<file path="src/idmr_defs.svh">
`ifndef IDMR_DEFS_SVH
`define IDMR_DEFS_SVH

`define IDMR_ADDR_POS2_LO 8'h63
`define IDMR_ADDR_IN2N_HI 8'h64
`define IDMR_ADDR_IN2N_LO 8'h65
`define IDMR_ADDR_POS3_HI 8'h66
`define IDMR_ADDR_POS3_LO 8'h67
`define IDMR_ADDR_IN3N_HI 8'h68
`define IDMR_ADDR_IN3N_LO 8'h69
`define IDMR_ADDR_POS4_HI 8'h6a
`define IDMR_ADDR_POS4_LO 8'h6b

`define IDMR_TAG_POS2 4'h4
`define IDMR_TAG_IN2N 4'h5
`define IDMR_TAG_POS3 4'h6
`define IDMR_TAG_IN3N 4'h7
`define IDMR_TAG_POS4 4'h8

`define IDMR_HI_RESET 8'h00
`define IDMR_NIB_RESET 4'h0
`define IDMR_NUM_CH 5

`endif

</file>
<file path="src/idmr_pkg.sv">
package idmr_pkg;
    // One 12-bit diagnostic result for one channel
    typedef struct packed {
        logic [7:0] upper_byte;
        logic [3:0] lower_nibble;
    } idmr_result_t;

    // Register access port request, read or write
    typedef struct packed {
        logic rd;
        logic wr;
        logic [7:0] addr;
    } idmr_req_t;

    // Channel index, in register order
    typedef enum logic [2:0] {
        IDMR_CH_POS2 = 3'h0,
        IDMR_CH_IN2N = 3'h1,
        IDMR_CH_POS3 = 3'h2,
        IDMR_CH_IN3N = 3'h3,
        IDMR_CH_POS4 = 3'h4
    } idmr_ch_t;
endpackage

</file>
<file path="src/idmr_channel.sv">
`include "idmr_defs.svh"

module idmr_channel
    import idmr_pkg::*;
(
    // Clock and reset
    input wire logic clock,
    input wire logic arst_n,
    // Measurement input
    input wire logic meas_valid,
    input wire idmr_result_t meas_data,
    // Held result
    output idmr_result_t result
);

    idmr_result_t result_r;

    // Both fields load in the same edge from one sample
    always_ff @(posedge clock or negedge arst_n) begin
        if (!arst_n) begin
            result_r <= '{upper_byte: `IDMR_HI_RESET, lower_nibble: `IDMR_NIB_RESET};
        end else if (meas_valid) begin
            result_r <= meas_data;
        end
    end

    assign result = result_r;

    a_coherent_load: assert property (@(posedge clock) disable iff (!arst_n)
        meas_valid |=> result == $past(meas_data))
        else $error("result did not load whole measurement");

    a_hold_idle: assert property (@(posedge clock) disable iff (!arst_n)
        !meas_valid |=> $stable(result))
        else $error("result changed without a measurement");

endmodule // idmr_channel

</file>
<file path="src/idmr_bank.sv">
`include "idmr_defs.svh"

// Contract
// - 0x63 reads input-2-positive low nibble in 7-4, tag 0100b in 3-0.
// - 0x64 reads input-2-negative upper result byte, zero after reset.
// - 0x65 reads input-2-negative low nibble and tag 0101b.
// - 0x66 reads input-3-positive upper result byte, zero after reset.
// - 0x67 reads input-3-positive low nibble and tag 0110b.
// - 0x68 reads input-3-negative upper result byte, zero after reset.
// - 0x69 reads input-3-negative low nibble and tag 0111b.
// - 0x6A reads input-4-positive upper result byte, zero after reset.
// - 0x6B reads input-4-positive low nibble and tag 1000b.
module idmr_bank
    import idmr_pkg::*;
#(
    parameter int NUM_CH = `IDMR_NUM_CH
) (
    // Clock and reset
    input wire logic clock,
    input wire logic arst_n,
    // Measurements from the converter, one strobe per channel
    input wire logic [NUM_CH-1:0] meas_valid,
    input wire idmr_result_t [NUM_CH-1:0] meas_data,
    // Control port register access
    input wire idmr_req_t req,
    input wire logic [7:0] wdata,
    output logic [7:0] rdata,
    output logic hit
);

    ////////////////////////////////////////////////////////////////////////
    // Per-channel result holders

    idmr_result_t [NUM_CH-1:0] res;

    for (genvar g = 0; g < NUM_CH; g++) begin : g_ch
        idmr_channel u_ch (
            .clock(clock),
            .arst_n(arst_n),
            .meas_valid(meas_valid[g]),
            .meas_data(meas_data[g]),
            .result(res[g])
        );
    end

    ////////////////////////////////////////////////////////////////////////
    // Read decode

    function automatic logic [7:0] low_tag(input idmr_result_t r, input logic [3:0] tag);
        return {r.lower_nibble, tag};
    endfunction

    logic [7:0] rd_mux;
    logic rd_map;

    always_comb begin
        rd_map = 1'b1;
        case (req.addr)
            `IDMR_ADDR_POS2_LO: rd_mux = low_tag(res[IDMR_CH_POS2], `IDMR_TAG_POS2);
            `IDMR_ADDR_IN2N_HI: rd_mux = res[IDMR_CH_IN2N].upper_byte;
            `IDMR_ADDR_IN2N_LO: rd_mux = low_tag(res[IDMR_CH_IN2N], `IDMR_TAG_IN2N);
            `IDMR_ADDR_POS3_HI: rd_mux = res[IDMR_CH_POS3].upper_byte;
            `IDMR_ADDR_POS3_LO: rd_mux = low_tag(res[IDMR_CH_POS3], `IDMR_TAG_POS3);
            `IDMR_ADDR_IN3N_HI: rd_mux = res[IDMR_CH_IN3N].upper_byte;
            `IDMR_ADDR_IN3N_LO: rd_mux = low_tag(res[IDMR_CH_IN3N], `IDMR_TAG_IN3N);
            `IDMR_ADDR_POS4_HI: rd_mux = res[IDMR_CH_POS4].upper_byte;
            `IDMR_ADDR_POS4_LO: rd_mux = low_tag(res[IDMR_CH_POS4], `IDMR_TAG_POS4);
            default: begin
                rd_map = 1'b0;
                rd_mux = 8'h00;
            end
        endcase
    end

    ////////////////////////////////////////////////////////////////////////
    // Read data register; write data is never stored

    logic [7:0] rdata_r;
    logic hit_r;
    wire logic wr_seen = req.wr && |wdata;

    always_ff @(posedge clock or negedge arst_n) begin
        if (!arst_n) begin
            rdata_r <= 8'h00;
            hit_r <= 1'b0;
        end else if (req.rd) begin
            rdata_r <= rd_mux;
            hit_r <= rd_map;
        end
    end

    assign rdata = rdata_r;
    assign hit = hit_r;

    ////////////////////////////////////////////////////////////////////////
    // Checks

    a_pos2_tag: assert property (@(posedge clock) disable iff (!arst_n)
        req.rd && req.addr == `IDMR_ADDR_POS2_LO
        |=> rdata == {$past(res[IDMR_CH_POS2].lower_nibble), 4'h4} && hit)
        else $error("0x63 tag wrong");
    a_in2n_hi: assert property (@(posedge clock) disable iff (!arst_n)
        req.rd && req.addr == `IDMR_ADDR_IN2N_HI
        |=> rdata == $past(res[IDMR_CH_IN2N].upper_byte))
        else $error("0x64 byte wrong");
    a_in2n_lo: assert property (@(posedge clock) disable iff (!arst_n)
        req.rd && req.addr == `IDMR_ADDR_IN2N_LO
        |=> rdata == {$past(res[IDMR_CH_IN2N].lower_nibble), 4'h5})
        else $error("0x65 value wrong");
    a_pos3_hi: assert property (@(posedge clock) disable iff (!arst_n)
        req.rd && req.addr == `IDMR_ADDR_POS3_HI
        |=> rdata == $past(res[IDMR_CH_POS3].upper_byte))
        else $error("0x66 byte wrong");
    a_pos3_lo: assert property (@(posedge clock) disable iff (!arst_n)
        req.rd && req.addr == `IDMR_ADDR_POS3_LO
        |=> rdata == {$past(res[IDMR_CH_POS3].lower_nibble), 4'h6})
        else $error("0x67 value wrong");
    a_in3n_hi: assert property (@(posedge clock) disable iff (!arst_n)
        req.rd && req.addr == `IDMR_ADDR_IN3N_HI
        |=> rdata == $past(res[IDMR_CH_IN3N].upper_byte))
        else $error("0x68 byte wrong");
    a_in3n_lo: assert property (@(posedge clock) disable iff (!arst_n)
        req.rd && req.addr == `IDMR_ADDR_IN3N_LO
        |=> rdata == {$past(res[IDMR_CH_IN3N].lower_nibble), 4'h7})
        else $error("0x69 value wrong");
    a_pos4_hi: assert property (@(posedge clock) disable iff (!arst_n)
        req.rd && req.addr == `IDMR_ADDR_POS4_HI
        |=> rdata == $past(res[IDMR_CH_POS4].upper_byte))
        else $error("0x6a byte wrong");
    a_pos4_lo: assert property (@(posedge clock) disable iff (!arst_n)
        req.rd && req.addr == `IDMR_ADDR_POS4_LO
        |=> rdata == {$past(res[IDMR_CH_POS4].lower_nibble), 4'h8})
        else $error("0x6b value wrong");
    a_write_ignored: assert property (@(posedge clock) disable iff (!arst_n)
        req.wr && !req.rd && !(|meas_valid) |=> $stable(res) && $stable(rdata))
        else $error("write changed the bank");

    c_read_hit: cover property (@(posedge clock) disable iff (!arst_n)
        req.rd ##1 hit);
    c_read_miss: cover property (@(posedge clock) disable iff (!arst_n)
        req.rd ##1 !hit);
    c_meas_then_read: cover property (@(posedge clock) disable iff (!arst_n)
        meas_valid[IDMR_CH_IN3N] ##1 req.rd && req.addr == `IDMR_ADDR_IN3N_HI);
    c_write_data: cover property (@(posedge clock) disable iff (!arst_n) wr_seen);

endmodule // idmr_bank

</file>
<file path="config.mk">
export PLATFORM = sky130hd
export DESIGN_NAME = idmr_bank
export DESIGN_NICKNAME = d
export VERILOG_FILES = /design/src/idmr_pkg.sv /design/src/idmr_channel.sv /design/src/idmr_bank.sv
export VERILOG_INCLUDE_DIRS = /design/src
export SDC_FILE = /design/constraint.sdc
export NUM_CORES = 1
export LEC_CHECK = 0
export BUFFER_PORTS_ARGS = -buffer_cell sky130_fd_sc_hd__buf_2
export CORE_UTILIZATION = 50
export DETAILED_ROUTE_END_ITERATION = 7
export PLACE_DENSITY = 0.79
export SLEW_MARGIN = 20
export SYNTH_ARGS = -nofsm -noshare
export SYNTH_HDL_FRONTEND = slang
export SYNTH_SLANG_ARGS = --single-unit
export TNS_END_PERCENT = 100
</file>
<file path="constraint.sdc">
create_clock -name clock -period 1.4 [get_ports clock]
set_input_delay 0.07 -clock clock [delete_from_list [all_inputs] [get_ports clock]]
set_output_delay 0.07 -clock clock [all_outputs]
set_load 0.01 [all_outputs]
</file>
==> run_results.csv <==
group,metric,value,unit
outcome,status,"finished clean",
global_route,grtUsageTotal,26.0,%
cells_and_area,nets,449,
clock_tree,h-tree-depth,3,
die,dieArea,5980,µm²
detailed_routing,wl_per_cell,16.4,µm
place,post_dp_cell_area,3320,µm²
sta,rsz0062_at_grt,"no",
setup_path,reg2reg_from,"g_ch[3].u_ch.result[11]",
setup_path,regToRegEndpoint,"rdata[7]",
cells_and_area,n_antenna_cell,0,
clock_tree,clk_pin_slew,0.07,ns
detailed_routing,first_pass_iters,4,
clock_tree,clock_latency,0.34,ns
detailed_routing,drt_iter0_drc,126,
clock_tree,cts_made_buffers,9,
sta,skew,0.00899,ns
clock_tree,cts_sinks,61,
global_route,antenna_found_initial,0,
die,die_x,77.3,µm
die,die_height,77.3,µm
cells_and_area,final_area,4050,µm²
power_and_ir_drop,sw_frac_of_total,23.8,%
place,io_buffers,76,
place,dp_cells,372,
detailed_routing,vias,2369,
cells_and_area,n_fill_cell,371,
synth,ys_warn_count,0,
setup_path,start_kind,"flop",
clock_tree,clockRootBuffer,"clkbuf_8",
sta,slew_viol_final,0,
power_and_ir_drop,comb_power_share,16.3,%
setup_path,cp-startpoint,"g_ch[3].u_ch.result[11]",
sta,layout_min_cycle_time,1.31,ns
setup_path,crit_type,"reg -> reg",
cells_and_area,instances_no_fill,440,
global_route,globalRoute.totalOverflow,0,
cells_and_area,synthToLayoutAreaGrowth,42.7,%
synth,yosys.cell_types.count,33,
synth,synth-seq-cells,61,
clock_tree,clockBufferDepth,2,
detailed_routing,ant_nets,0,
setup_path,worstRegToRegCells,4,
power_and_ir_drop,cell_internal_pwr,0.00320,W
power_and_ir_drop,seq_power_share,47.6,%
synth,syn_inst,227,
die,rows,27,
synth,synth_top_flop_cell,"dfrtp_1",
power_and_ir_drop,p_leak,1.83,nW
global_route,grt_max_degree,62,
hold_path,hold_path.class,"in -> reg",
sta,fmax,763,MHz
sta,hold_viol,0,
synth,synth_area_per_cell,12.5,µm²
setup_path,endpoint,"rdata[7]",
setup_path,cp_max_fo,2,
clock_tree,cts_tree,"yes",
synth,synth-seq-area-share,53.8,%
global_route,grt_pass1_wl,11700,µm
sta,tns,0,ns
global_route,grt_pass1_vias,2458,
detailed_routing,drcViolationCount,0,
setup_path,critical_path_arrival,1.52,ns
sta,setup_viol,0,
setup_path,crit_path_end_kind,"flop",
synth,syn_nets,312,
sta,timing.slew.headroom,70.7,%
job,drv_cap,0,
power_and_ir_drop,p_sw,0.00100,W
detailed_routing,viasPerCell,5.38,
power_and_ir_drop,powerDensity,1040,nW/µm²
sta,tightest_slew,0.433,ns
synth,synth_area,2840,µm²
cells_and_area,drive_above_1_share,44.6,%
die,pin_count,94,
setup_path,critPathRequiredTime,1.61,ns
setup_path,rrSetupSlack,0.09,ns
power_and_ir_drop,ir_drop,0.694,mV
synth,synth_edf_count,0,
detailed_routing,wirelength,7200,µm
die,core,5470,µm²
place,dp_hpwl,4420,µm
synth,synthArstFlopShare,100,%
power_and_ir_drop,p_clk_share,36.0,%
place,place.gp.congestion,0.837,
die,initial_utilization,51.8,%
sta,fin_crit_sh,93.6,%
-- final cells by class --
| class | instances | area [µm²] | share of cell area (%) |
|---|---|---|---|
| tap | 72 | 90.1 | 2.23 |
| inverter | 10 | 37.5 | 0.928 |
| clock buffer | 15 | 196 | 4.86 |
| timing repair buffer | 141 | 1010 | 25.1 |
| sequential | 61 | 1530 | 37.7 |
| multi-input combinational | 141 | 1180 | 29.2 |
-- power groups by stage --
stage	Sequential, W	Clock (W)	Combinational [W]
after CTS	0.00200	0.00154	0.000673
after detailed placement	0.00203	0	0.000556
after floorplan	0.00200	0	0.000346
after global routing	0.00202	0.00162	0.000741
after global placement	0.00202	0	0.000543
final	0.00200	0.00151	0.000687
-- critical path: stages (launching register included) --
cell and delay, ns:
dfrtp_1 0.38, mux2_2 0.27, o21ai_0 0.24, and3_1 0.23, o22ai_1 0.07
-- synthesized netlist by cell type (2+ instances only) --
cell type | count | area (µm²)
o22ai_1 | 9 | 56.3
a22oi_1 | 3 | 22.5
a31oi_1 | 2 | 12.5
o22a_1 | 2 | 17.5
a21oi_1 | 12 | 60.1
a211oi_1 | 2 | 15.0
buf_1 | 4 | 15.0
nand2b_1 | 2 | 12.5
dfrtp_1 | 61 | 1530
nor2b_1 | 2 | 12.5
mux2_2 | 60 | 676
and3_1 | 4 | 25.0
nand3_1 | 3 | 15.0
clkbuf_1 | 3 | 11.3
a32oi_1 | 3 | 26.3
buf_4 | 2 | 15.0
o21ai_0 | 9 | 45.0
inv_1 | 10 | 37.5
buf_2 | 3 | 15.0
a22o_1 | 4 | 35.0
nor2_1 | 5 | 18.8
nand2_1 | 9 | 33.8
buf_6 | 3 | 33.8
-- stage by stage --
stage | hold slack, ns | setup WS (ns) | total power (W) | util [%]
finish | 0.0524 | 0.0893 | 0.00420 | 73.9
global route | 0.0577 | 0.0409 | 0.00438 | 73.9
CTS | 0.0410 | 0.0856 | 0.00421 | 73.9
detailed placement | 0.104 | -0.0121 | 0.00259 | 60.6
global placement | 0.103 | 0.0512 | 0.00257 | 60.6
floorplan | -0.226 | 0.267 | 0.00235 | -
-- layer usage --
layer / vias to the layer above / track usage (%) / routed length, µm
li1: 1103 / - / -
met1: 1163 / 31.8 / 3060
met2: 87 / 43.5 / 3630
met3: 16 / 5.36 / 331
met4: 0 / 13.0 / 182
met5: - / 0 / 0
-- worst min path at each step --
stage / from / to / slack [ns] / depth (start not counted)
floorplan: arst_n / g_ch[0].u_ch.result[0] / -0.23 / 0
global placement: arst_n / g_ch[2].u_ch.result[10] / 0.10 / 2
detailed placement: arst_n / g_ch[2].u_ch.result[10] / 0.10 / 2
CTS: meas_valid[0] / g_ch[0].u_ch.result[3] / 0.04 / 2
global route: req[9] / rdata[6] / 0.06 / 2
finish: req[9] / rdata[6] / 0.05 / 2
-- sequential cells by signal, indices dropped and copies added, names as in the netlist --
name	cells
rdata	8
hit	1
g_ch.u_ch.result	52
-- layout by cell type (no fill, tap or decap), types with 2 or more instances in the layout --
master,n
buf_2,76
dfrtp_1,61
mux2_2,60
dlygate4sd3_1,53
clkbuf_8,14
a21oi_1,12
buf_4,11
inv_1,10
nand2_1,9
o21ai_0,9
o22ai_1,9
nor2_1,5
a22o_1,4
and3_1,4
nand3_1,3
a32oi_1,3
a22oi_1,3
a211oi_1,2
nand2b_1,2
nor2b_1,2
a31oi_1,2
o22a_1,2
-- repair_timing --
action	CTS	global route
hold endpoints to repair	113	0
resized for setup	0	0
hold buffers	53	0
setup buffers	0	0
-- cell families after synthesis --
logic type	Yosys count	share of synthesized area, %
flops	61	53.8
simple gates	31	6.05
compound gates	49	11.4
buf+inv	25	4.50
mux	61	24.2
(Power assumes the default switching activity.)
